--- config.mk ---
export PLATFORM = sky130hd
export DESIGN_NAME = pic_ctrl
export DESIGN_NICKNAME = d
export VERILOG_FILES = /design/src/pic_pkg.sv /design/src/pic_prio_enc.sv /design/src/pic_ctrl.sv
export SDC_FILE = /design/constraint.sdc
export NUM_CORES = 1
export LEC_CHECK = 0
export BUFFER_PORTS_ARGS = -buffer_cell sky130_fd_sc_hd__buf_2
export CORE_UTILIZATION = 40
export DETAILED_ROUTE_END_ITERATION = 8
export PLACE_DENSITY = 0.74
export SLEW_MARGIN = 0
export SYNTH_ARGS = -nofsm -noshare
export SYNTH_HDL_FRONTEND = slang
export SYNTH_HIERARCHICAL = 1
export SYNTH_SLANG_ARGS = --single-unit
--- constraint.sdc ---
create_clock -name clk_i -period 3.43 [get_ports clk_i]
set_clock_uncertainty 0.15 [all_clocks]
set_input_delay 0.686 -clock clk_i [delete_from_list [all_inputs] [get_ports clk_i]]
set_output_delay 0.686 -clock clk_i [all_outputs]
set_load 0.1 [all_outputs]
--- src/pic_pkg.sv ---
// Purpose: Constants shared by the prioritized interrupt controller.
// Assumes: 100 MHz system clock, 20-bit vector addresses.
// Notes: Priority index equals latch and enable index for sources 2..39.
package pic_pkg;
  localparam int PIC_NUM_PRIO = 40;
  localparam int PIC_VEC_W = 20;
  localparam int PIC_IDX_W = 6;
  localparam logic [5:0] PIC_PRIO_SWI = 6'h01;
  localparam logic [5:0] PIC_PRIO_WDT = 6'h02;
  localparam logic [5:0] PIC_PRIO_EXT0 = 6'h03;
  localparam logic [5:0] PIC_PRIO_FIRST_HI = 6'h20;
  localparam logic [19:0] PIC_VEC_RESET = 20'hffffc;
  localparam logic [19:0] PIC_VEC_SWI = 20'hffff8;
  localparam logic [19:0] PIC_VEC_WDT = 20'hffff4;
  localparam logic [19:0] PIC_VEC_LO_BASE = 20'hffffc;
  localparam logic [19:0] PIC_VEC_HI_BASE = 20'hfff3c;
  localparam logic [39:0] PIC_LATCH_RST = 40'h00_0000_0000;
  localparam logic [39:0] PIC_ENABLE_RST = 40'h00_0000_0000;
  // Slots 4,7,9,11,13,14,17,19,21,23,25,28,37 have no hardware source
  localparam logic [39:0] PIC_RESERVED_MAP = 40'h20_12aa_6a90;
  localparam logic [39:0] PIC_PNMI_MAP = 40'h00_0000_0006;
endpackage

--- src/pic_prio_enc.sv ---
// Purpose: Fixed-priority encoder, lowest index wins.
// Assumes: Request vector is already gated by enables.
// Notes: Purely combinational.
`timescale 1ns/10ps
module pic_prio_enc import pic_pkg::*; #(
  parameter int N = 40
) (
  input wire logic [N-1:0] req_i, // Gated requests
  output logic found_o, // Any request present
  output logic [5:0] idx_o // Winning index
);
  // Scan from the lowest priority upward so the highest overwrites last
  always_comb begin
    found_o = 1'b0;
    idx_o = 6'h00;
    for (int k = N - 1; k >= 0; k--) begin
      if (req_i[k]) begin
        found_o = 1'b1;
        idx_o = 6'(k);
      end
    end
  end
endmodule

--- src/pic_ctrl.sv ---
// Purpose: Prioritized interrupt controller handing vectors to the CPU core.
// Assumes: All inputs synchronous to clk_i; CPU acknowledges with accept_ack_i.
// Notes: Software and watchdog sources bypass all enables.
`timescale 1ns/10ps

module pic_ctrl import pic_pkg::*; #(
  parameter int NPRIO = PIC_NUM_PRIO
) (
  input wire logic clk_i, // System clock
  input wire logic nrst_i, // Asynchronous reset, active low
  input wire logic [39:0] irq_src_i, // Source request pulses by priority index
  input wire logic software_irq_i, // Software interrupt instruction
  input wire logic [39:0] source_enable_flag_i, // Individual enables by index
  input wire logic master_set_i, // Enable-all instruction
  input wire logic master_clr_i, // Disable-all instruction
  input wire logic ret_mask_i, // Maskable return: master enable to one
  input wire logic ret_nmi_i, // Non-maskable return: restore stacked value
  input wire logic ret_stacked_i, // Stacked master enable restored by CPU
  input wire logic [39:0] latch_clr_i, // Software latch clear, one bit each
  input wire logic ext0_pin_function_enable_i, // Pin function enable for ext 0
  input wire logic accept_ack_i, // CPU takes the offered interrupt
  output logic accept_req_o, // Interrupt offered to the CPU
  output logic [19:0] vector_o, // Vector of offered source
  output logic [5:0] prio_o, // Priority index of offered source
  output logic stacked_imf_o, // Master enable value to stack
  output logic master_irq_enable_o, // Current master enable
  output logic [39:0] request_latch_o // Latch contents, readable
);
  typedef struct packed {
    logic [39:0] latch;
    logic master_irq_enable;
    logic swi_pend;
    logic req;
    logic [19:0] vec;
    logic [5:0] prio;
    logic stk;
  } pic_state_s;

  pic_state_s st;
  pic_state_s next_st;
  logic rst_s1;
  logic rst_n;
  logic [39:0] gated;
  logic found;
  logic [5:0] win;

  // Vector for a priority index, shared by offer logic and checks
  function automatic logic [19:0] pic_vec_of(input logic [5:0] p);
    logic [19:0] v;
    v = PIC_VEC_RESET;
    if (p == PIC_PRIO_SWI) begin
      v = PIC_VEC_SWI;
    end else if (p == PIC_PRIO_WDT) begin
      v = PIC_VEC_WDT;
    end else if (p < PIC_PRIO_FIRST_HI) begin
      v = PIC_VEC_LO_BASE - {12'h000, p, 2'b00};
    end else begin
      v = PIC_VEC_HI_BASE - {12'h000, p - PIC_PRIO_FIRST_HI, 2'b00};
    end
    return v;
  endfunction

  // Reset release through two flops; assertion stays asynchronous
  always_ff @(posedge clk_i or negedge nrst_i) begin
    if (!nrst_i) begin
      rst_s1 <= 1'b0;
      rst_n <= 1'b0;
    end else begin
      rst_s1 <= 1'b1;
      rst_n <= rst_s1;
    end
  end

  // Enable gating per source
  always_comb begin
    gated = '0;
    for (int k = 2; k < NPRIO; k++) begin
      if (PIC_PNMI_MAP[k]) begin
        gated[k] = st.latch[k];
      end else if (k == int'(PIC_PRIO_EXT0)) begin
        gated[k] = st.latch[k] & st.master_irq_enable & source_enable_flag_i[k] & ext0_pin_function_enable_i;
      end else begin
        gated[k] = st.latch[k] & st.master_irq_enable & source_enable_flag_i[k];
      end
    end
    // software interrupt has no latch but a pending flag
    gated[PIC_PRIO_SWI] = st.swi_pend;
  end

  pic_prio_enc #(.N(NPRIO)) u_enc (
    .req_i(gated),
    .found_o(found),
    .idx_o(win)
  );

  // Next state: latch, master enable, offer
  always_comb begin
    next_st = st;
    next_st.latch = st.latch & ~latch_clr_i;
    if (accept_ack_i && st.req) begin
      next_st.latch[st.prio] = 1'b0;
      if (st.prio == PIC_PRIO_SWI) begin
        next_st.swi_pend = 1'b0;
      end
      next_st.stk = st.master_irq_enable;
      next_st.master_irq_enable = 1'b0;
      next_st.req = 1'b0;
    end else begin
      if (master_set_i || ret_mask_i) begin
        next_st.master_irq_enable = 1'b1;
      end else if (ret_nmi_i) begin
        next_st.master_irq_enable = ret_stacked_i;
      end else if (master_clr_i) begin
        next_st.master_irq_enable = 1'b0;
      end
      // re-evaluate the offer each cycle, allowing nesting
      next_st.req = found;
      next_st.prio = win;
      next_st.vec = pic_vec_of(win);
    end
    // set wins over clear; reserved slots never set
    next_st.latch = next_st.latch | (irq_src_i & ~PIC_RESERVED_MAP & ~PIC_PNMI_MAP)
      | (irq_src_i & PIC_PNMI_MAP & 40'h00_0000_0004);
    next_st.latch[1:0] = 2'b00;
    if (software_irq_i) begin
      next_st.swi_pend = 1'b1;
    end
  end

  // state register feeding the strobe and vector outputs
  always_ff @(posedge clk_i or negedge rst_n) begin
    if (!rst_n) begin
      st <= '{latch: PIC_LATCH_RST, master_irq_enable: 1'b0, swi_pend: 1'b0, req: 1'b0,
              vec: PIC_VEC_RESET, prio: 6'h00, stk: 1'b0};
    end else begin
      st <= next_st;
    end
  end

  assign accept_req_o = st.req;
  assign vector_o = st.vec;
  assign prio_o = st.prio;
  assign stacked_imf_o = st.stk;
  assign master_irq_enable_o = st.master_irq_enable;
  assign request_latch_o = st.latch;

  // Checks on the offer and acceptance behaviour
  a_ack_clears_imf: assert property (@(posedge clk_i) disable iff (!rst_n)
    (accept_ack_i && st.req && !master_set_i) |=> !st.master_irq_enable && st.stk == $past(st.master_irq_enable))
    else $error("master enable not stacked and cleared on accept");
  a_ack_clears_latch: assert property (@(posedge clk_i) disable iff (!rst_n)
    (accept_ack_i && st.req && !irq_src_i[st.prio]) |=> !st.latch[$past(st.prio)])
    else $error("accepted latch not cleared");
  a_src_sets_latch: assert property (@(posedge clk_i) disable iff (!rst_n)
    irq_src_i[12] |=> st.latch[12])
    else $error("request did not set latch");
  a_reserved_idle: assert property (@(posedge clk_i) disable iff (!rst_n)
    !st.latch[4] && !st.latch[37] && !st.latch[1])
    else $error("reserved latch set");
  a_mask_blocks: assert property (@(posedge clk_i) disable iff (!rst_n)
    (st.req && st.prio > PIC_PRIO_WDT) |-> $past(st.master_irq_enable))
    else $error("maskable offered with master enable clear");
  a_vec_match: assert property (@(posedge clk_i) disable iff (!rst_n)
    st.req |-> st.vec == pic_vec_of(st.prio))
    else $error("vector does not match priority");
  a_vec_ends: assert property (@(posedge clk_i) disable iff (!rst_n)
    pic_vec_of(6'd31) == 20'hfff80 && pic_vec_of(6'd39) == 20'hfff20)
    else $error("vector table ends wrong");
  a_wdt_nmi: assert property (@(posedge clk_i) disable iff (!rst_n)
    (st.latch[2] && !st.swi_pend && !(accept_ack_i && st.req)) |=> st.req && st.prio == 6'h02)
    else $error("watchdog not offered regardless of enables");
  a_ext0_pin: assert property (@(posedge clk_i) disable iff (!rst_n)
    (st.req && st.prio == PIC_PRIO_EXT0) |-> $past(ext0_pin_function_enable_i))
    else $error("ext 0 offered without pin enable");
endmodule

Yosys cells after proc, flatten, opt, wreduce, memory -nomap -nowiden

Index checks and enable logic that the tools add are counted.

$mul: 0
Bitwise operators: 81
Muxes and demuxes: 92
Div/mod/pow operators: 0
Shifts and indexed selects: 0
Order comparisons: 3
Add/subtract/negate cells: 3
Reductions and logical operators: 7
Eq/ne operators: 3

Operator list:

| operator                                                           | number |
|---|---|
| two-way mux 6 bit                                                  | 39 |
| bitwise AND 40 bit                                                 | 2 |
| NOT 40 bit                                                         | 2 |
| bitwise AND 1 bit                                                  | 75 |
| two-way mux 20 bit                                                 | 3 |
| two-way mux 1 bit                                                  | 48 |
| two-way mux 40 bit                                                 | 1 |
| bitwise OR 40 x 3 -> 40 bit                                        | 1 |
| bitwise OR 40 bit                                                  | 1 |
| == test 6 x 1 -> 1 bit (second input constant)                     | 2 |
| subtractor 3 x 9 -> 10 bit (first input constant)                  | 1 |
| subtractor 9 x 9 -> 10 bit (first input constant)                  | 1 |
| less-than comparator 6 x 7 -> 1 bit (second input constant)        | 1 |
| demux 1 bit (select 6 bit)                                         | 1 |
| == test 6 x 2 -> 1 bit (second input constant)                     | 1 |
| greater-or-equal comparator 6 x 1 -> 1 bit (second input constant) | 1 |
| less-than comparator 6 bit (second input constant)                 | 1 |
| subtractor 6 bit (second input constant)                           | 1 |
| nonzero test 2 bit                                                 | 2 |
| nonzero test 4 bit                                                 | 1 |
| logical AND 1 bit                                                  | 2 |
| AND reduction 2 bit                                                | 1 |
| logical OR 1 bit                                                   | 1 |

Latch bits: 0
Bits of input ports: 130
Memory bits (read-only): 0
Logic and storage cells: 198
RAM bits: 0
Register bits after elaboration: 70
Memories kept: 0

Depth between registers and ports, before layout

Depth in word-level cells: 46
Gate-level depth with buffers: 10

Hierarchy

Netlist, hierarchy kept.

By module, submodules not included:

| module       | cells an instance | area an instance (µm²) | times used |
|---|---|---|---|
| pic_ctrl     | 286               | 2892.8                 | 1 |
| pic_prio_enc | 87                | 495.5                  | 1 |

Least setup slack after synthesis

No wires, ideal clock.

Kind: register to register
From: register st (netlist bit master_irq_enable_o)
To: register st (netlist bit vector_o[6])
Data arrival time: 2963 ps
Path buffers: 2
Clock period less this slack: 3186 ps
Data required time: 3207 ps
Stages on the path, launching flop included: 11
Setup slack: 244 ps
Cells stage by stage: dfrtp_1 -> clkbuf_1 -> clkbuf_1 -> and3_1 -> or4_4 -> or2_4 -> nor2b_4 -> nor3b_2 -> inv_1 -> ha_1 -> a21oi_1

Elaborated cells on any way between the ends: 123
Those cells by class: add/sub (3); order compare (1); eq/ne (2); mux (42); bitwise (75)

RTL lines:

| element                              | RTL line           | RTL |
|---|---|---|
| start, declared                      | pic_ctrl.sv:39     | `pic_state_s st;` |
| start signal, assigned               | pic_ctrl.sv:133    | `st <= '{latch: PIC_LATCH_RST, master_irq_enable: 1'b0, swi_pend: 1'b0, req: 1'b0,` |
| start signal, assigned               | pic_ctrl.sv:136    | `st <= next_st;` |
| bitwise AND 1 bit (*) (2 in series)  | pic_ctrl.sv:83     | `gated[k] = st.latch[k] & st.master_irq_enable & source_enable_flag_i[k];` |
| named net gated[26]                  | pic_ctrl.sv:43     | `logic [39:0] gated;` |
| two-way mux 6 bit (*) (26 in series) | pic_prio_enc.sv:17 | `if (req_i[k]) begin` |
| named net win[5]                     | pic_ctrl.sv:45     | `logic [5:0] win;` |
| less-than comparator 6 bit           | pic_ctrl.sv:55     | `end else if (p < PIC_PRIO_FIRST_HI) begin` |
| two-way mux 20 bit                   | pic_ctrl.sv:55     |  |
| two-way mux 20 bit                   | pic_ctrl.sv:53     | `end else if (p == PIC_PRIO_WDT) begin` |
| two-way mux 20 bit (*)               | pic_ctrl.sv:51     | `if (p == PIC_PRIO_SWI) begin` |

The timed path passes the listed nets; every way through them passes the cells marked *.
A chain may end at the register's enable or synchronous reset.

Final worst setup path

From: register st (netlist bit master_irq_enable_o)
To: register st (netlist bit vector_o[6])

Elaborated cells on any way between the ends: 123
Those cells by class: add/sub (3); order compare (1); eq/ne (2); mux (42); bitwise (75)

RTL lines:

| element                             | RTL line |
|---|---|
| bitwise AND 1 bit (*) (2 in series) | pic_ctrl.sv:83 |
| named net gated[7]                  | pic_ctrl.sv:43 |
| two-way mux 6 bit (*) (7 in series) | pic_prio_enc.sv:17 |
| named net win[5]                    | pic_ctrl.sv:45 |
| less-than comparator 6 bit          | pic_ctrl.sv:55 |
| two-way mux 20 bit                  | pic_ctrl.sv:55 |
| two-way mux 20 bit                  | pic_ctrl.sv:53 |
| two-way mux 20 bit (*)              | pic_ctrl.sv:51 |

Marks and branches as above.

==> qor.yml <==
finalCritPeriodShare_pct: 83.59
clkSinkCount: 57
die_w_um: 94.04
fin_crit_ns: 2.867
dieArea_mm2: 0.008843
grt_max_degree: 45
synth-simple-area-share_pct: 27.07
tns_ns: 0
ys_types: 56
syn-cell-area_mm2: 0.003388
clockRootBuffer: "clkbuf_8"
instances_no_fill: 647
timing.slew.headroom_pct: 36.18
synth_top_family_by_area: "simple AND/OR/NAND/NOR gates"
drt_pass1_iterations: 4
leakage_nw: 2.271
synth_area_leaders: "dfrtp_1 37%, and3_1 6.8%, a31o_2 6.2%"
seq_area_frac_synth_pct: 42.36
start_util_pct: 41.24
grt_pass1_wl_um: 16040
p_per_area_mw_per_mm2: 447.4
synthAdderAreaFrac_pct: 1.108
synthXorXnorAreaFrac_pct: 0
syn_inst: 373
synth-edff-count: 0
routabilityCongestion: 0.8786
ys.flop_type: "dfrtp_1"
drc: 0
yosysTopAreaCellShare_pct: 36.93
final_hold_viol_count: 0
layout_commonest_cell: "buf_2"
grt_use_total_pct: 24.80
yosys.area.top_type: "dfrtp_1"
coreArea_mm2: 0.008217
path_class: "reg2reg"
cp.arrival_ns: 2.98
yosysWarnings: 6
rows: 33
drt_iter0_markers: 117
cts-buffers-inserted: 9
maxCapViolCount: 0
cts_tree: "built"
final_core_util_pct: 54.10
rsz0062_at_grt: "false"
layout-drive-gt1-share_pct: 42.80
ant_nets: 0
viasPerCell: 5.215
fin_nets: 670
area_delta_synth_final_pct: 31.20
post-cts-setup-buffers: 0
cts-htree-levels: 3
grt_pass1_vias: 3205
antenna_found_initial: 0
ios: 199
overflow: 0
final-setup-viol-count: 0
end_kind: "register"
async_flop_share_pct: 100.0
vias: 3374
diodes: 0
status: "finished, final reports clean"
cts_buffer_depth: 2
dp_hpwl_um: 8216
path_clk_slew_ns: 0.08
post_cts_resized: 0
wirelength_um: 10500
synth.ff_latch_count: 57
muxShareOfSynthArea_pct: 1.994
most-common-layout-cells: "163 x buf_2, 49 x dfrtp_1, 41 x inv_1, 37 x and3_1, 26 x nor2_1"
irDropWorstVdd_mv: 0.2599
total_power_mw: 1.989
start_kind: "register"
synth_compound_area_share_pct: 16.73
cp.required_ns: 3.54
die_h_um: 94.04
worst-path-max-fanout: 20
syn-mean-instance-area_um2: 9.084
wire_per_inst_um: 16.23
worst_slew_pin_slew_ns: 0.9573
hold_buffers: 1
placed_cells: 630
hold_class: "reg2reg"
clkLatencyLatePin_ns: 0.34
portBuffers: 163
fmax_ghz: 0.3488
final-max-slew-violation-count: 0
## layer usage
metal | track usage (%) | wire (µm)
met2 | 41.48 | 5063
met5 | 0 | 0
met4 | 6.026 | 121
met3 | 6.796 | 624
met1 | 31.64 | 4689
## power breakdown
part,switching [mW],internal [mW]
registers,0.0465,0.707
logic,0.455,0.158
clock network,0.284,0.338
total,0.786,1.20
## critical path: stages (launching register included)
cell	delay (ns)
dfrtp_1	0.52
buf_4	0.27
and3_1	0.23
nor4_1	0.57
nand3_1	0.24
nor3b_2	0.32
inv_1	0.08
ha_1	0.28
a21oi_1	0.14
## worst paths after layout
check,from,endpoint,slack [ns],cells after the start
min in group asynchronous,rst_n,request_latch_o[4],0.28,0
setup reg to reg,master_irq_enable_o,vector_o[6],0.56,8
hold reg to reg,rst_s1,rst_n,0.21,0
max in group asynchronous,rst_n,request_latch_o[28],2.12,1
hold / removal,rst_s1,rst_n,0.21,0
setup / recovery,master_irq_enable_o,vector_o[6],0.56,8
## through the flow
step | hold WS [ns] | setup WS [ns] | cell area (µm²)
final | 0.2077 | 0.5628 | 4446
after detailed placement | 0.1963 | 0.4703 | 4239
after floorplan | 0.1812 | 0.2439 | 3456
after global routing | 0.2161 | 0.3799 | 4446
after global placement | 0.1860 | 0.5249 | 4239
after CTS | 0.2141 | 0.5662 | 4446
## synthesized netlist by cell type, types with 4 or more instances
library cell / count
dfstp_2: 7
nor2b_1: 8
a311oi_1: 7
mux2_2: 6
a31o_2: 24
buf_2: 6
dfrtp_1: 50
nand4_1: 8
nand2_1: 10
o21ai_0: 6
o31ai_1: 4
nand2b_1: 6
and3_1: 37
nor3_1: 8
nor4_1: 8
inv_1: 41
a21oi_1: 19
buf_4: 16
clkbuf_1: 10
nand3_1: 15
nor2_1: 26
## flip-flops by register name, indices dropped and copies added, names as in the netlist
name,cells
prio_o,6
rst_n,1
vector_o,7
rst_s1,1
request_latch_o,38
gated,1
stacked_imf_o,1
master_irq_enable_o,1
accept_req_o,1
## final cells by class
| cell class | count | area [µm²] |
|---|---|---|
| fillers | 788 | 3771 |
| clock inverters | 6 | 68.82 |
| inverters | 41 | 153.9 |
| flip-flops and latches | 57 | 1436 |
| multi-input cells | 259 | 1664 |
| well taps | 105 | 131.4 |
| repair buffers | 169 | 863.3 |
| clock buffers | 10 | 127.6 |
## cell families (layout without fill, tap and decap cells)
group                    Yosys count  count (layout)
multiplexers                       6               6
AO/OA/AOI/OAI                     78              78
buffers and inverters             75             226
adder cells (fa/ha/maj)            3               3
other                              2              20
AND/OR/NAND/NOR                  152             152
flip-flops                        57              57
No activity file was read; power rests on OpenSTA's default activity.
